File: src/inc/lsm_pkg.sv
// Constants, timing counts and mode encoding for the LIN mode controller
package lsm_pkg;

  localparam int CNT_W = 24;
  localparam int CLK_NS = 25;

  // Times in their own unit, nanoseconds
  localparam int MODESEL_NS = 3200;
  localparam int REARM_NS = 10000;
  localparam int RESET_NS = 4000000;
  localparam int BUS_WAKE_NS = 100000;
  localparam int LOCAL_WAKE_NS = 50000;
  localparam int RAMP_NS = 100000;
  localparam int WDOG_NS = 155000000;

  // Cycle counts; least times round up, the watchdog limit rounds down
  localparam logic [CNT_W-1:0] MODESEL_CYC = CNT_W'((MODESEL_NS + CLK_NS - 1) / CLK_NS);
  localparam logic [CNT_W-1:0] REARM_CYC = CNT_W'((REARM_NS + CLK_NS - 1) / CLK_NS + 1);
  localparam logic [CNT_W-1:0] BUS_REARM_CYC = CNT_W'(1);
  localparam logic [CNT_W-1:0] RESET_CYC = CNT_W'((RESET_NS + CLK_NS - 1) / CLK_NS);
  localparam logic [CNT_W-1:0] BUS_WAKE_CYC = CNT_W'((BUS_WAKE_NS + CLK_NS - 1) / CLK_NS);
  localparam logic [CNT_W-1:0] LOCAL_WAKE_CYC = CNT_W'((LOCAL_WAKE_NS + CLK_NS - 1) / CLK_NS);
  localparam logic [CNT_W-1:0] RAMP_CYC = CNT_W'((RAMP_NS + CLK_NS - 1) / CLK_NS);
  localparam logic [CNT_W-1:0] WDOG_CYC = CNT_W'(WDOG_NS / CLK_NS);
  localparam logic [CNT_W-1:0] CNT_ZERO = CNT_W'(0);
  localparam logic [CNT_W-1:0] CNT_ONE = CNT_W'(1);

  // Wake sources
  localparam int NWAKE = 2;
  localparam int WK_BUS = 0;
  localparam int WK_LOCAL = 1;

  // Gray along unpowered, fail-safe, normal, silent, sleep
  typedef enum logic [2:0] {
    LSM_UNPOWERED = 3'h0,
    LSM_FAILSAFE  = 3'h1,
    LSM_NORMAL    = 3'h3,
    LSM_SILENT    = 3'h2,
    LSM_SLEEP     = 3'h6
  } lsm_mode_e;

  localparam lsm_mode_e MODE_RST = LSM_UNPOWERED;

endpackage

File: src/inc/lsm_wake_if.sv
// Wake filter carrier between controller and filters
`timescale 1ns/1ps
interface lsm_wake_if;
  logic act;
  logic run;
  logic wake;
  modport filt (input act, input run, output wake);
  modport ctl (output act, output run, input wake);
endinterface

File: src/hdl/lsm_mode_ctrl.sv
// Operating-mode controller of the LIN system basis chip
//
// What this block does
// - Normal: paths, regulator, undervoltage, watchdog active.
// - Reset pin low forces fail-safe from any mode but unpowered and sleep.
// - Enable falls, transmit high: enter silent.
// - Silent: no transmit, termination only on low bus, receive high.
// - Silent request accepted whatever other input levels, undervoltage and reset pin low aside.
// - Undervoltage in silent: reset low, fail-safe.
// - Low bus in silent/sleep enables receiver, termination.
// - Filtered bus pulse wakes to fail-safe, receive low.
// - Enable high after remote wake goes to normal.
// - Enable falls, transmit low: enter sleep.
// - Sleep: regulator off, reset and receive low.
// - Sleep request accepted whatever other input levels, undervoltage and reset pin low aside.
// - Enable rise in sleep/silent: fail-safe, then normal.
// - Power-up: fail-safe, regulator on, reset pulse.
// - Fail-safe holds until enable high, then normal.
// - Battery low in silent/sleep forces fail-safe.
// - Fail-safe transmit pin reports last wake source.
// - Mode requests ignored while reset pulse runs.
// - Bus low in normal pre-arms the wake filter.
// - Filtered local switch low wakes, both pins low.
// - Local switch needs long release before re-arming.
// - Normal clears indications, keeps last wake source.
`timescale 1ns/1ps
module lsm_mode_ctrl #(
  parameter logic [lsm_pkg::CNT_W-1:0] RESET_CYC      = lsm_pkg::RESET_CYC,
  parameter logic [lsm_pkg::CNT_W-1:0] RAMP_CYC       = lsm_pkg::RAMP_CYC,
  parameter logic [lsm_pkg::CNT_W-1:0] WDOG_CYC       = lsm_pkg::WDOG_CYC,
  parameter logic [lsm_pkg::CNT_W-1:0] BUS_WAKE_CYC   = lsm_pkg::BUS_WAKE_CYC,
  parameter logic [lsm_pkg::CNT_W-1:0] LOCAL_WAKE_CYC = lsm_pkg::LOCAL_WAKE_CYC
) (
  input  wire logic        CLK,
  input  wire logic        RESETN,
  input  wire logic        EN,
  input  wire logic        TX_DATA_PIN_I,
  output      logic        TX_DATA_PIN_O,
  output      logic        TX_DATA_PIN_OE,
  output      logic        RX_DATA_PIN,
  input  wire logic        BUS_RX,
  input  wire logic        BUS_BELOW_PREWAKE,
  input  wire logic        LOCAL_SWITCH_INPUT,
  input  wire logic        BATTERY_SUPPLY_LOW,
  input  wire logic        VCC_UNDERVOLTAGE,
  input  wire logic        WATCHDOG_TRIGGER_N,
  input  wire logic        RESET_OUT_N_I,
  output      logic        RESET_OUT_N_O,
  output      logic        RESET_OUT_N_OE,
  output      logic        TX_PATH_EN,
  output      logic        RX_PATH_EN,
  output      logic        REGULATOR_EN,
  output      logic        UV_DETECT_EN,
  output      logic        WATCHDOG_EN,
  output      logic        EXT_REGULATOR_SWITCH,
  output      logic        TERMINATION_EN,
  output      logic        BUS_RECEIVER_EN,
  output      lsm_pkg::lsm_mode_e MODE
);
  import lsm_pkg::*;

  // State
  lsm_mode_e        mode;
  logic             en_q;
  logic             trig_q;
  logic             sel_busy;
  logic [CNT_W-1:0] sel_cnt;
  logic [CNT_W-1:0] ramp_cnt;
  logic [CNT_W-1:0] rst_cnt;
  logic [CNT_W-1:0] wd_cnt;
  logic             wk_req;
  logic             last_local;
  logic             prewake;
  logic             rst_oe;

  // Next values
  lsm_mode_e        next_mode;
  logic             next_sel_busy;
  logic [CNT_W-1:0] next_sel_cnt;
  logic [CNT_W-1:0] next_ramp_cnt;
  logic [CNT_W-1:0] next_rst_cnt;
  logic [CNT_W-1:0] next_wd_cnt;
  logic             next_wk_req;
  logic             next_last_local;
  logic             next_prewake;
  logic             next_tx_path;
  logic             next_rx_path;
  logic             next_reg;
  logic             next_uv;
  logic             next_wdog;
  logic             next_ext;
  logic             next_term;
  logic             next_rcv;
  logic             next_rxd;
  logic             next_txd_o;
  logic             next_txd_oe;

  // Decodes
  logic en_rise;
  logic en_fall;
  logic trig_fall;
  logic is_normal;
  logic is_fs;
  logic low_pwr;
  logic rst_busy;
  logic pin_low;
  logic wake_bus;
  logic wake_loc;
  logic any_wake;
  logic uv_hit;
  logic wd_run;
  logic wd_exp;
  logic sel_done;
  logic start_ramp;
  logic start_rst;

  lsm_wake_if wk [NWAKE] ();

  assign en_rise   = EN && !en_q;
  assign en_fall   = !EN && en_q;
  assign trig_fall = !WATCHDOG_TRIGGER_N && trig_q;
  assign is_normal = mode == LSM_NORMAL;
  assign is_fs     = mode == LSM_FAILSAFE;
  assign low_pwr   = (mode == LSM_SILENT) || (mode == LSM_SLEEP);
  assign rst_busy  = (ramp_cnt != CNT_ZERO) || (rst_cnt != CNT_ZERO);
  // Pin is read back so another party's reset counts; sleep pulls it itself
  assign pin_low   = !RESET_OUT_N_I && (mode != LSM_UNPOWERED) && (mode != LSM_SLEEP);
  assign wake_bus  = wk[WK_BUS].wake && low_pwr;
  assign wake_loc  = wk[WK_LOCAL].wake && low_pwr;
  assign any_wake  = wake_bus || wake_loc;
  // Sleep has the regulator off, so its undervoltage is expected and ignored
  assign uv_hit    = VCC_UNDERVOLTAGE && (is_normal || is_fs || mode == LSM_SILENT)
                     && !rst_busy;
  assign wd_run    = (is_normal || is_fs) && !rst_busy;
  assign wd_exp    = wd_run && (wd_cnt == WDOG_CYC);
  // Transmit is sampled after the lead that the host may give enable
  assign sel_done  = sel_busy && (sel_cnt == MODESEL_CYC);

  // Bus filter: dominant counts in normal too, so a low level seen
  // before the mode change still yields a wake at the next release
  assign wk[WK_BUS].act = !BUS_RX && (is_normal || prewake || BUS_BELOW_PREWAKE);
  assign wk[WK_BUS].run = is_normal || low_pwr;
  assign wk[WK_LOCAL].act = !LOCAL_SWITCH_INPUT;
  assign wk[WK_LOCAL].run = low_pwr;

  generate
    for (genvar g = 0; g < NWAKE; g++) begin : g_wake
      lsm_wake_filter #(
        .FILT_CYC   ((g == WK_BUS) ? BUS_WAKE_CYC : LOCAL_WAKE_CYC),
        .REARM_CYC  ((g == WK_BUS) ? BUS_REARM_CYC : REARM_CYC),
        .ON_RELEASE ((g == WK_BUS) ? 1'b1 : 1'b0)
      ) u_filt (
        .clk    (CLK),
        .resetn (RESETN),
        .w      (wk[g])
      );
    end
  endgenerate

  // Mode transitions
  always_comb begin
    next_mode = mode;
    if (pin_low) begin
      next_mode = LSM_FAILSAFE;
    end else begin
      case (mode)
        LSM_UNPOWERED: begin
          if (!BATTERY_SUPPLY_LOW) begin
            next_mode = LSM_FAILSAFE;
          end
        end
        LSM_FAILSAFE: begin
          if (EN && !rst_busy && !start_rst) begin
            next_mode = LSM_NORMAL;
          end
        end
        LSM_NORMAL: begin
          if (uv_hit || wd_exp) begin
            next_mode = LSM_FAILSAFE;
          end else if (sel_done) begin
            // Bus, local switch and battery levels play no part
            next_mode = TX_DATA_PIN_I ? LSM_SILENT : LSM_SLEEP;
          end
        end
        LSM_SILENT: begin
          if (uv_hit || BATTERY_SUPPLY_LOW || any_wake || en_rise) begin
            next_mode = LSM_FAILSAFE;
          end
        end
        LSM_SLEEP: begin
          if (BATTERY_SUPPLY_LOW || any_wake || en_rise) begin
            next_mode = LSM_FAILSAFE;
          end
        end
        default: next_mode = LSM_FAILSAFE;
      endcase
    end
  end

  // Reset pulse and regulator ramp
  assign start_ramp = ((mode == LSM_UNPOWERED) && (next_mode == LSM_FAILSAFE))
                      || ((mode == LSM_SLEEP) && (next_mode == LSM_FAILSAFE))
                      || ((mode == LSM_SILENT) && en_rise);
  assign start_rst  = uv_hit || wd_exp;

  always_comb begin
    next_ramp_cnt = ramp_cnt;
    next_rst_cnt  = rst_cnt;
    if (start_ramp) begin
      next_ramp_cnt = RAMP_CYC;
    end else if (ramp_cnt != CNT_ZERO) begin
      next_ramp_cnt = ramp_cnt - CNT_ONE;
    end
    // The reset time starts once the regulator has had its ramp time
    if (start_rst || (ramp_cnt == CNT_ONE)) begin
      next_rst_cnt = RESET_CYC;
    end else if (rst_cnt != CNT_ZERO) begin
      next_rst_cnt = rst_cnt - CNT_ONE;
    end
  end

  // Mode-select window and watchdog
  always_comb begin
    next_sel_busy = sel_busy;
    next_sel_cnt  = sel_cnt;
    if (next_mode != LSM_NORMAL || mode != LSM_NORMAL) begin
      next_sel_busy = 1'b0;
      next_sel_cnt  = CNT_ZERO;
    end else if (en_fall && !rst_busy && !sel_busy) begin
      next_sel_busy = 1'b1;
      next_sel_cnt  = CNT_ZERO;
    end else if (sel_busy) begin
      next_sel_cnt  = sel_cnt + CNT_ONE;
    end
    if (!wd_run || trig_fall) begin
      next_wd_cnt = CNT_ZERO;
    end else if (wd_cnt != WDOG_CYC) begin
      next_wd_cnt = wd_cnt + CNT_ONE;
    end else begin
      next_wd_cnt = wd_cnt;
    end
  end

  // Wake flags; set only in low power, cleared only on reaching normal
  always_comb begin
    next_wk_req     = wk_req;
    next_last_local = last_local;
    if (any_wake) begin
      next_wk_req     = 1'b1;
      next_last_local = wake_loc;
    end else if (next_mode == LSM_NORMAL) begin
      next_wk_req     = 1'b0;
    end
    next_prewake = (next_mode == LSM_SILENT || next_mode == LSM_SLEEP)
                   && (prewake || BUS_BELOW_PREWAKE);
  end

  // Per-mode outputs, registered from the next mode
  always_comb begin
    next_tx_path = 1'b0;
    next_rx_path = 1'b0;
    next_reg     = 1'b0;
    next_uv      = 1'b0;
    next_wdog    = 1'b0;
    next_ext     = 1'b0;
    next_term    = 1'b0;
    next_rcv     = 1'b0;
    next_rxd     = 1'b0;
    next_txd_o   = 1'b1;
    next_txd_oe  = 1'b0;
    case (next_mode)
      LSM_NORMAL: begin
        next_tx_path = 1'b1;
        next_rx_path = 1'b1;
        next_reg     = 1'b1;
        next_uv      = 1'b1;
        next_wdog    = 1'b1;
        next_ext     = 1'b1;
        next_term    = 1'b1;
        next_rcv     = 1'b1;
        next_rxd     = BUS_RX;
      end
      LSM_FAILSAFE: begin
        next_reg     = 1'b1;
        next_uv      = 1'b1;
        next_wdog    = 1'b1;
        next_ext     = 1'b1;
        next_term    = 1'b1;
        next_rxd     = !next_wk_req;
        next_txd_oe  = 1'b1;
        next_txd_o   = !next_last_local;
      end
      LSM_SILENT: begin
        next_reg     = 1'b1;
        next_uv      = 1'b1;
        next_term    = next_prewake;
        next_rcv     = next_prewake;
        next_rxd     = 1'b1;
      end
      LSM_SLEEP: begin
        next_term    = next_prewake;
        next_rcv     = next_prewake;
      end
      default: begin
        next_rxd     = 1'b0;
      end
    endcase
  end

  always_ff @(posedge CLK) begin
    if (!RESETN) begin
      mode       <= MODE_RST;
      en_q       <= 1'b0;
      trig_q     <= 1'b1;
      sel_busy   <= 1'b0;
      sel_cnt    <= CNT_ZERO;
      ramp_cnt   <= CNT_ZERO;
      rst_cnt    <= CNT_ZERO;
      wd_cnt     <= CNT_ZERO;
      wk_req     <= 1'b0;
      last_local <= 1'b0;
      prewake    <= 1'b0;
    end else begin
      mode       <= next_mode;
      en_q       <= EN;
      trig_q     <= WATCHDOG_TRIGGER_N;
      sel_busy   <= next_sel_busy;
      sel_cnt    <= next_sel_cnt;
      ramp_cnt   <= next_ramp_cnt;
      rst_cnt    <= next_rst_cnt;
      wd_cnt     <= next_wd_cnt;
      wk_req     <= next_wk_req;
      last_local <= next_last_local;
      prewake    <= next_prewake;
    end
  end

  always_ff @(posedge CLK) begin
    if (!RESETN) begin
      TX_PATH_EN           <= 1'b0;
      RX_PATH_EN           <= 1'b0;
      REGULATOR_EN         <= 1'b0;
      UV_DETECT_EN         <= 1'b0;
      WATCHDOG_EN          <= 1'b0;
      EXT_REGULATOR_SWITCH <= 1'b0;
      TERMINATION_EN       <= 1'b0;
      BUS_RECEIVER_EN      <= 1'b0;
      RX_DATA_PIN          <= 1'b0;
      TX_DATA_PIN_O        <= 1'b1;
      TX_DATA_PIN_OE       <= 1'b0;
      rst_oe               <= 1'b1;
    end else begin
      TX_PATH_EN           <= next_tx_path;
      RX_PATH_EN           <= next_rx_path;
      REGULATOR_EN         <= next_reg;
      UV_DETECT_EN         <= next_uv;
      WATCHDOG_EN          <= next_wdog;
      EXT_REGULATOR_SWITCH <= next_ext;
      TERMINATION_EN       <= next_term;
      BUS_RECEIVER_EN      <= next_rcv;
      RX_DATA_PIN          <= next_rxd;
      TX_DATA_PIN_O        <= next_txd_o;
      TX_DATA_PIN_OE       <= next_txd_oe;
      // Reset is held through ramp, pulse, sleep and no supply
      rst_oe <= (next_ramp_cnt != CNT_ZERO) || (next_rst_cnt != CNT_ZERO)
                || (next_mode == LSM_SLEEP)
                || (next_mode == LSM_UNPOWERED);
    end
  end

  // Open drain: only ever pulls low
  assign RESET_OUT_N_O  = 1'b0;
  assign RESET_OUT_N_OE = rst_oe;
  assign MODE           = mode;

endmodule

File: src/hdl/lsm_wake_filter.sv
// Edge, hold-time and re-arm filter for one wake source
`timescale 1ns/1ps
module lsm_wake_filter #(
  parameter logic [lsm_pkg::CNT_W-1:0] FILT_CYC   = lsm_pkg::BUS_WAKE_CYC,
  parameter logic [lsm_pkg::CNT_W-1:0] REARM_CYC  = lsm_pkg::BUS_REARM_CYC,
  parameter bit                        ON_RELEASE = 1'b1
) (
  input wire logic       clk,
  input wire logic       resetn,
  lsm_wake_if.filt       w
);
  import lsm_pkg::*;

  logic [CNT_W-1:0] rel_cnt;
  logic [CNT_W-1:0] hold_cnt;
  logic             armed;
  logic             qual;
  logic             wake;
  logic             rel_done;
  logic             hold_done;
  logic             fire;
  logic             next_armed;

  assign rel_done  = rel_cnt == REARM_CYC;
  assign hold_done = hold_cnt == FILT_CYC;
  // Release variant waits for the level to end; hold variant fires at the hold time
  assign fire = ON_RELEASE ? (qual && !w.act && w.run)
                           : (hold_done && w.act && armed && w.run);
  // A level already active while not running is consumed, so it must
  // go inactive for the re-arm time before a new edge counts
  assign next_armed = (!w.act && rel_done) ? 1'b1 :
                      (w.act && (!w.run || fire)) ? 1'b0 : armed;
  assign w.wake = wake;

  always_ff @(posedge clk) begin
    if (!resetn) begin
      rel_cnt  <= CNT_ZERO;
      hold_cnt <= CNT_ZERO;
      armed    <= 1'b0;
      qual     <= 1'b0;
      wake     <= 1'b0;
    end else begin
      rel_cnt  <= w.act ? CNT_ZERO : (rel_done ? rel_cnt : rel_cnt + CNT_ONE);
      hold_cnt <= (w.act && w.run && armed && !hold_done) ? hold_cnt + CNT_ONE :
                  (w.act && w.run && armed) ? hold_cnt : CNT_ZERO;
      armed    <= next_armed;
      qual     <= (!w.run || fire) ? 1'b0 : (qual || (hold_done && w.act && armed));
      wake     <= fire;
    end
  end
endmodule

File: config.mk
export PLATFORM = sky130hd
export DESIGN_NAME = lsm_mode_ctrl
export DESIGN_NICKNAME = d
export VERILOG_FILES = /design/src/inc/lsm_pkg.sv /design/src/inc/lsm_wake_if.sv /design/src/hdl/lsm_mode_ctrl.sv /design/src/hdl/lsm_wake_filter.sv
export SDC_FILE = /design/constraint.sdc
export NUM_CORES = 1
export LEC_CHECK = 0
export BUFFER_PORTS_ARGS = -buffer_cell sky130_fd_sc_hd__buf_2
export CAP_MARGIN = 25
export CORE_MARGIN = 2
export CORE_UTILIZATION = 67
export CTS_CLUSTER_SIZE = 8
export DETAILED_ROUTE_END_ITERATION = 16
export PLACE_DENSITY_LB_ADDON = 0.2
export SLEW_MARGIN = 30
export SYNTH_ARGS = -nofsm -noshare
export SYNTH_HDL_FRONTEND = slang
export SYNTH_SLANG_ARGS = --single-unit
File: constraint.sdc
create_clock -name CLK -period 5.75 [get_ports CLK]
set_clock_uncertainty 0.1 [all_clocks]
set_input_delay 0.8625 -clock CLK [delete_from_list [all_inputs] [get_ports CLK]]
set_output_delay 0.8625 -clock CLK [all_outputs]
set_load 0.03 [all_outputs]
==> impl_metrics.toml, run 1 <==
[status]
status = "finished clean"

[clock_network]
post_cts_resized = 0
cts_buffers = 30
clock_latency_ps = 540
cts_setup_buffers = 0
cts_hold_buf = 0
numClockSinks = 215
htreeDepth = 1
cts_tree = "yes"
cts-root-buf = "clkbuf_16"
clk_pin_slew_worst_paths_ps = 50
cts.path.max_buffers = 3

[synthesis]
synth_fp_nets = 1272
yosysUniqueCellTypes = 70
synth_top_area_cell = "dfxtp_1"
ys_async_sr_fraction_pct = 0
synthFlopType = "dfxtp_1"
synth_top_area_share_pct = 41.6
synth_area_leaders = "dfxtp_1 (42%), nor2_1 (7.5%), xor2_1 (7.4%), xnor2_1 (6.0%), nand2_1 (4.4%)"
ys_seq_elements = 215
yosysSeqAreaShare_pct = 41.6
avgSynthCellArea_sq_um = 8.32
netlist_area_sq_um = 10400
synth-edff-count = 0
ys_warn_count = 0
syn_inst = 1244

[floorplan]
core_area_sq_um = 15100
design.portCount = 27
initial_core_util_pct = 68.4
dieHeight_microns = 128
die_w_microns = 128
rows = 45
die_area_sq_um = 16500

[drt]
drt-pass1-iter-count = 5
wl_met2_microns = 10100
antenna_left = 0
wirelength_microns = 21400
wl_per_cell_microns = 14.8
dr_total_vias = 8547
drc_errors = 0
wl_met3_microns = 991
dr.max_layer_used = "met4"
drt_iter0_drc = 535
vias_per_cell = 5.91
wl_met1_microns = 9810

[final_layout]
fillers = 1154
mostFrequentLayoutCells = "dfxtp_1 (215), nor2_1 (207), nand2_1 (122)"
layout.nets = 1286
areaGrowthSynthToFinish_pct = 9.00
design_area_sq_um = 11300
drive_above_1_share_pct = 6.92
layout.cells.most_common = "dfxtp_1"
fin_cells = 1447

[power_and_ir_drop]
powerDensity_nw_per_um2 = 369
vdd_ir_drop_max_v = 0.000257
p_total_uw = 4170
p_leak_uw = 0.00392

[place]
gp_congestion = 0.940
io_buffers = 25
dp_hpwl_microns = 14700
place_area_sq_um = 10500
pre_cts_ws_ps = 2020
dp.cells = 1414

[grt]
overflow = 0
antenna_found_initial = 1
track_usage_pct = 26.1
grt_start_max_net_pins = 32
grt_pass1_vias = 8008
grt_first_pass_wirelength_microns = 36400

[timing]
timing.setup.tns_ps = 0
report.final.setup_viol = 0
min_period_ps = 3820
worst_slack_ps = 1930
grt_setup_unrepaired = "no"
maxSlewHeadroom_pct = 40.0
max_freq_mhz = 262
tightest_slew_ps = 899
finalHoldViolCount = 0
min_period_over_period_pct = 66.5
drv_slew = 0

[critical_path]
cp.required_ps = 6090
end_kind = "flip-flop"
crit_slowest_cell = "or4_1"
arrival_ps = 4160
max_stage_delay_ps = 940
criticalPathCategory = "reg -> reg"
path_max_fanout = 25
worstSetupStartpointType = "flip-flop"
path_cells = "inv_1 > ha_1 > nor4b_1 > nand4_1 > nor2_4 > a31oi_1 > a211oi_2 > o21ai_2 > or4_1 > nor3b_1"
reg2reg_from = "ramp_cnt[0]"
critPathLaunch = "ramp_cnt[0]"

[worst_hold_path]
worstHoldPathType = "reg -> reg"
hold_start = "g_wake[0].u_filt.qual"

[job]
max-cap-violations = 0
==> metrics by stage <==
| stage | utilization, % | hold WS [ps] |
|---|---|---|
| 6_report | 74.5 | 336 |
| 2_1_floorplan | - | 309 |
| 4_1_cts | 74.5 | 335 |
| 5_1_grt | 74.5 | 348 |
| 3_3_place_gp | 69.4 | 319 |
| 3_5_place_dp | 69.4 | 321 |
==> per-layer routing <==
metal / vias up / global-route usage, %
met5: - / 0
met3: 47 / 4.05
li1: 4328 / -
met1: 3976 / 35.6
met4: 0 / 8.86
met2: 196 / 42.6
==> power by group <==
| part | internal [uW] | leakage [uW] | total (uW) | switching [uW] |
|---|---|---|---|---|
| logic | 389 | 0.00180 | 956 | 566 |
| registers | 1590 | 0.00174 | 1720 | 129 |
| clock network | 908 | 0.000378 | 1490 | 583 |
==> worst max-delay path, delay by kind of cell, from the launching register on <==
family,cells,cell delay (ps)
simple gates,5,2290
compound gates,3,690
fa+ha+maj,1,160
buf+inv,1,140
flops,1,330
==> synthesized netlist by cell type (4+ instances only) <==
library cell  number
or2_2              9
buf_2              5
xnor2_1           71
and2_1            10
nor2b_1           12
a211oi_1           9
nor4bb_1           4
nand3_1           57
o21ai_0           32
mux2i_1            5
clkbuf_1          32
ha_1              17
xor2_1            87
or3_1             24
and4_1            12
nand2_1          122
and3_1            30
nor3_1            40
a31oi_1            6
nor4_1            39
nand2b_1           6
nor2_1           207
buf_4              5
o31ai_1            6
nor4b_1            9
a21oi_1           38
nand4_1           37
inv_1             33
nor3b_1            4
dfxtp_1          215
==> cells by family (layout without fill, tap and decap cells) <==
logic type	after synthesis	count (layout)	share of synthesized area, %
and+or+nand+nor	649	649	31.7
DFF	215	215	41.6
xor gates and xnor gates	158	158	13.4
AOI/OAI and AO/OA	120	120	7.43
buffers and inverters	78	92	3.29
adders and majority gates	17	17	2.05
muxes	6	6	0.592
other	1	2	0.0362
==> state kept, by name (all words and copies together) (netlist names), 2 cells and up <==
register	count
g_wake.u_filt.hold_cnt	48
g_wake.u_filt.rel_cnt	48
ramp_cnt	24
rst_cnt	24
sel_cnt	24
wd_cnt	24
MODE	3
g_wake.u_filt.armed	2
g_wake.u_filt.w.wake	2
==> path summary, 6_finish.rpt <==
| kind | endpoint | slack, ps | cells after the start |
|---|---|---|---|
| max | sel_cnt[1] | 1930 | 10 |
| max reg2reg | sel_cnt[1] | 1930 | 10 |
| min | g_wake[0].u_filt.w.wake | 340 | 2 |
| min reg2reg | g_wake[0].u_filt.w.wake | 340 | 2 |
==> layout make-up <==
| type | instances | area, sq um | area share [%] |
|---|---|---|---|
| Tap cell | 188 | 235 | 2.08 |
| Timing Repair Buffer | 27 | 140 | 1.24 |
| Clock buffer | 31 | 754 | 6.68 |
| Inverter | 33 | 124 | 1.10 |
| Clock inverter | 1 | 16.3 | 0.144 |
| Multi-Input combinational cell | 951 | 5710 | 50.6 |
| Sequential cell | 215 | 4300 | 38.1 |
| Antenna cell | 1 | 2.50 | 0.0222 |
Note: power is estimated with default switching activity, not from simulation.
==> run 2: changes to the inputs <==
--- a/config.mk
+++ b/config.mk
@@ -5,10 +5,11 @@
 export SDC_FILE = /design/constraint.sdc
 export NUM_CORES = 1
 export LEC_CHECK = 0
+export ABC_AREA = 1
 export BUFFER_PORTS_ARGS = -buffer_cell sky130_fd_sc_hd__buf_2
 export CAP_MARGIN = 25
 export CORE_MARGIN = 2
-export CORE_UTILIZATION = 67
+export CORE_UTILIZATION = 57
 export CTS_CLUSTER_SIZE = 8
 export DETAILED_ROUTE_END_ITERATION = 16
 export PLACE_DENSITY_LB_ADDON = 0.2
==> constraint.sdc (replaced) <==
create_clock -name CLK -period 3.3 [get_ports CLK]
set_clock_uncertainty 0.1 [all_clocks]
set_input_delay 0.495 -clock CLK [delete_from_list [all_inputs] [get_ports CLK]]
set_output_delay 0.495 -clock CLK [all_outputs]
set_load 0.03 [all_outputs]
==> impl_metrics.toml, run 2 <==
[floorplan]
rows = 50
core_area_sq_um = 18800
design.portCount = 27
die_w_microns = 143
dieHeight_microns = 143
die_area_sq_um = 20500
initial_core_util_pct = 58.5

[timing]
min_period_ps = 2730
min_period_over_period_pct = 82.8
grt_setup_unrepaired = "no"
timing.setup.tns_ps = 0
finalHoldViolCount = 0
maxSlewHeadroom_pct = 53.8
max_freq_mhz = 366
drv_slew = 0
report.final.setup_viol = 0
tightest_slew_ps = 685
holdWs_ps = 87.6

[place]
place_area_sq_um = 11400
dp_hpwl_microns = 18700
io_buffers = 25
dp.cells = 1863
gp_congestion = 0.955

[grt]
overflow = 0
grt_pass1_vias = 9453
antenna_found_initial = 0
track_usage_pct = 24.8
grt_start_max_net_pins = 25
grt_first_pass_wirelength_microns = 42200

[critical_path]
arrival_ps = 3040
rrSetupSlack_ps = 570
worstSetupStartpointType = "flip-flop"
end_kind = "flip-flop"
criticalPathCategory = "reg -> reg"
cp.required_ps = 3600
path_max_fanout = 6

[synthesis]
ys_async_sr_fraction_pct = 0
netlist_area_sq_um = 11000
synth_area_leaders = "dfxtp_1 (39%), nand2_1 (9.0%), nor2_1 (8.6%), inv_1 (7.8%), a21oi_1 (4.8%)"
yosysSeqAreaShare_pct = 39.1
synthTopCellsByCount = "nand2_1 (264), nor2_1 (252), inv_1 (230), dfxtp_1 (215), a21oi_1 (106)"
yosysUniqueCellTypes = 47
synthFlopType = "dfxtp_1"
synth_top_area_cell = "dfxtp_1"
synth_most_common_cell = "nand2_1"
syn_inst = 1593
ys_warn_count = 0
synth_top_area_share_pct = 39.1
avgSynthCellArea_sq_um = 6.92
synth-edff-count = 0
synth_fp_nets = 1621
ys_seq_elements = 215

[clock_network]
clock_latency_ps = 540
clk_pin_slew_worst_paths_ps = 50
cts_buffers = 30
cts.path.max_buffers = 3
numClockSinks = 215
post_cts_resized = 0
cts-root-buf = "clkbuf_16"
htreeDepth = 1
cts_setup_buffers = 0
cts_tree = "yes"
cts_hold_buf = 0

[drt]
drt-pass1-iter-count = 6
vias_per_cell = 5.31
dr_total_vias = 10100
antenna_left = 0
wirelength_microns = 25000
wl_per_cell_microns = 13.2
drt_iter0_drc = 696
drc_errors = 0

[status]
status = "finished clean"

[final_layout]
areaGrowthSynthToFinish_pct = 10.6
fin_cells = 1895
drive_above_1_share_pct = 8.20
mostFrequentLayoutCells = "nand2_1 (264), nor2_1 (252), inv_1 (230)"
fillers = 1660
layout.cells.most_common = "nand2_1"
antenna_cells = 0
largestRegisters = "g_wake.u_filt.hold_cnt x48, g_wake.u_filt.rel_cnt x48"
design_area_sq_um = 12200
layout.nets = 1663

[job]
max-cap-violations = 0

[power_and_ir_drop]
p_leak_uw = 0.00463
powerDensity_nw_per_um2 = 652
vdd_ir_drop_max_v = 0.000442
p_total_uw = 7950

[worst_hold_path]
worstHoldPathType = "in -> reg"
[run 2: cell types whose count changed after synthesis, sizes merged, moves of 13 or more]
cell / change
inv: +204
or3: -24
nor2: +79
nand4: +14
clkbuf: -18
xor2: -53
nor4: -13
o21ai: +29
xnor2: -50
a21oi: +73
nand3: +28
nor3: +42
nand2: +149
and3: -22
[run 2: layout make-up]
class / count / area, sq um / share of cell area (%)
Clock buffer: 32 / 779 / 6.39
Timing Repair Buffer: 33 / 185 / 1.52
Tap cell: 260 / 325 / 2.67
Multi-Input combinational cell: 1115 / 5700 / 46.7
Inverter: 240 / 901 / 7.39
Sequential cell: 215 / 4300 / 35.3
[run 2: routing by layer]
layer	share of wire (%)	vias up	GRT usage [%]	wire length, microns
li1	-	5257	-	-
met1	45	4504	31.5	11300
met2	47	237	43.2	11800
met3	4.9	59	3.82	1210
met4	2.6	0	7.66	649
met5	0	-	0	0
[run 2: worst paths after layout]
kind,startpoint,endpoint,cells after the start
worst max-delay path,g_wake[0].u_filt.rel_cnt[0],g_wake[0].u_filt.rel_cnt[22],12
worst min-delay path,WATCHDOG_TRIGGER_N,trig_q,3
worst max register to register,g_wake[0].u_filt.rel_cnt[0],g_wake[0].u_filt.rel_cnt[22],12
worst min register to register,g_wake[0].u_filt.hold_cnt[4],g_wake[0].u_filt.hold_cnt[4],2
[run 2: kinds of logic (layout without fill, tap and decap cells)]
kind of cell,count (synthesis),after routing,share of synthesized area (%)
xor gates and xnor gates,55,55,4.37
other,1,1,0.0340
muxes,1,1,0.0908
buffers and inverters,263,305,9.25
adders and majority gates,17,17,1.93
and+or+nand+nor,833,833,34.9
AOI/OAI and AO/OA,208,208,10.4
DFF,215,215,39.1
[run 2: metrics by stage]
stage	setup slack, ps	utilization [%]
after floorplan	1090	-
after global placement	749	60.6
after detailed placement	675	60.6
after CTS	605	64.8
after global routing	350	64.8
final	568	64.8
[run 2: worst max-delay path, cell delays in order (launching register included)]
cell     delay (ps)
dfxtp_1         410
ha_1            210
nand3_1         140
nor2_1          110
nand2_1          90
nor3_1          320
inv_1           110
nor2_2          220
nand3_1         200
nor3_2          260
nand3_1         180
o21ai_0         190
a21oi_1          80
[run 2: power breakdown]
part | total [uW] | internal [uW] | switching [uW]
Clock | 2650 | 1620 | 1020
Sequential | 2960 | 2790 | 172
Combinational | 2350 | 802 | 1550
Total | 7950 | 5210 | 2740
==> run 3: changes to the inputs <==
--- a/config.mk
+++ b/config.mk
@@ -9,7 +9,7 @@
 export BUFFER_PORTS_ARGS = -buffer_cell sky130_fd_sc_hd__buf_2
 export CAP_MARGIN = 25
 export CORE_MARGIN = 2
-export CORE_UTILIZATION = 57
+export CORE_UTILIZATION = 63
 export CTS_CLUSTER_SIZE = 8
 export DETAILED_ROUTE_END_ITERATION = 16
 export PLACE_DENSITY_LB_ADDON = 0.2
==> constraint.sdc (replaced) <==
create_clock -name CLK -period 2.9 [get_ports CLK]
set_clock_uncertainty 0.1 [all_clocks]
set_input_delay 0.435 -clock CLK [delete_from_list [all_inputs] [get_ports CLK]]
set_output_delay 0.435 -clock CLK [all_outputs]
set_load 0.03 [all_outputs]
==> impl_metrics.toml, run 3 (synthesis results as in run 2) <==
[final_layout]
layout.cells.most_common = "nand2_1"
mostFrequentLayoutCells = "nand2_1 (264), nor2_1 (252), inv_1 (230)"
drive_above_1_share_pct = 8.25
areaGrowthSynthToFinish_pct = 10.3
antenna_cells = 0
fillers = 1490
layout.nets = 1664
largestRegisters = "g_wake.u_filt.hold_cnt x48, g_wake.u_filt.rel_cnt x48"

[drt]
dr_total_vias = 10300
vias_per_cell = 5.52
drt-pass1-iter-count = 6
drt_iter0_drc = 637
wl_per_cell_microns = 13.6
wirelength_microns = 25400
drc_errors = 0
antenna_left = 0

[clock_network]
cts_buffers = 30
numClockSinks = 215
cts_setup_buffers = 0
clock_latency_ps = 540
cts_tree = "yes"
htreeDepth = 1
cts-root-buf = "clkbuf_16"
clk_pin_slew_worst_paths_ps = 50
cts.path.max_buffers = 3

[floorplan]
die_w_microns = 136
dieHeight_microns = 136
core_area_sq_um = 17200
rows = 48
initial_core_util_pct = 64.2
die_area_sq_um = 18600
design.portCount = 27

[place]
dp_hpwl_microns = 18500
gp_congestion = 0.940
io_buffers = 25

[timing]
max_freq_mhz = 383
min_period_ps = 2610
drv_slew = 0
tightest_slew_ps = 625
report.final.setup_viol = 0
maxSlewHeadroom_pct = 57.9
finalHoldViolCount = 0
grt_setup_unrepaired = "yes"
min_period_over_period_pct = 90.0
holdWs_ps = 19.8

[power_and_ir_drop]
p_leak_uw = 0.00463
p_total_uw = 8990
powerDensity_nw_per_um2 = 740
vdd_ir_drop_max_v = 0.000492

[grt]
track_usage_pct = 26.9
antenna_found_initial = 0
grt_pass1_vias = 9521
overflow = 0
grt_start_max_net_pins = 25
grt_first_pass_wirelength_microns = 41700

[critical_path]
criticalPathCategory = "reg -> reg"
path_cells = "inv_1 > ha_1 > nand2_1 > nor2_2 > nand3_4 > nor2_4 > nand2_1 > nand2_1 > inv_2 > nand2_4 > a21oi_4 > nor2_4 > nand2_2 > inv_2 > nand3_4 > nor3b_1"
end_kind = "flip-flop"
path_max_fanout = 12
crit_slowest_cell = "dfxtp_1"
max_stage_delay_ps = 310
worstSetupStartpointType = "flip-flop"
timing.critical_path.mode_cell = "nand2_1"
arrival_ps = 2960
cp.required_ps = 3250

[worst_hold_path]
worstHoldPathType = "in -> reg"

[job]
max-cap-violations = 0

[status]
status = "finished clean"
run 3: cell types whose count changed in the layout (fill, tap and decap cells not counted), sizes merged:
cell / previous run / this run
clkbuf: 32 / 31
nand3: 85 / 86
clkinv: 3 / 4
run 3: cell type report:
type	count	area [sq um]	area share, %
Clock buffer	31	754	6.21
Clock inverter	1	16.3	0.134
Inverter	240	901	7.41
Multi-Input combinational cell	1116	5720	47.0
Sequential cell	215	4300	35.4
Tap cell	225	282	2.32
Timing Repair Buffer	33	185	1.52
run 3: worst paths after layout:
check	start	end	slack, ps	cells after the start
worst min-delay path	EN	en_q	20	3
worst max-delay path	ramp_cnt[0]	sel_cnt[8]	290	16
worst max register to register	ramp_cnt[0]	sel_cnt[8]	290	16
worst min register to register	g_wake[1].u_filt.rel_cnt[23]	g_wake[1].u_filt.rel_cnt[23]	370	2
run 3: metal layers:
layer	track usage [%]	vias up	part of all wire (%)
met1	34.0	4693	45
met3	3.95	51	4.5
met5	0	-	0
met4	7.93	0	2.2
li1	-	5260	-
met2	47.5	267	49
run 3: repair_timing:
item / 4_1_cts / 5_1_grt
endpoints found under the setup margin: 0 / 7
resized for setup: 0 / 1
hold buffers: 0 / 0
run 3: critical path, delay by kind of cell, from the launching register on:
kind                     cells  cell delay (ps)
AND/OR/NAND/NOR             11             1460
AO/OA/AOI/OAI                1               90
flip-flops                   1              310
adder cells (fa/ha/maj)      1              180
buffers and inverters        3              370
run 3: where the power goes:
group	internal [uW]	switching (uW)	leakage, uW
clock network	1800	1180	0.000378
logic	912	1740	0.00251
registers	3170	193	0.00174
total	5880	3110	0.00463
run 3: per-stage QoR:
| stage | TNS [ps] | std cells | area, sq um | worst slack [ps] | utilization (%) |
|---|---|---|---|---|---|
| detailed placement | 0 | 1828 | 11400 | 202 | 66.2 |
| floorplan | 0 | 1593 | 11000 | 693 | - |
| global route | -14.7 | 1861 | 12200 | -14.7 | 70.8 |
| CTS | 0 | 1860 | 12100 | 165 | 70.7 |
| global placement | 0 | 1828 | 11400 | 308 | 66.2 |
| finish | 0 | 1861 | 12200 | 290 | 70.8 |
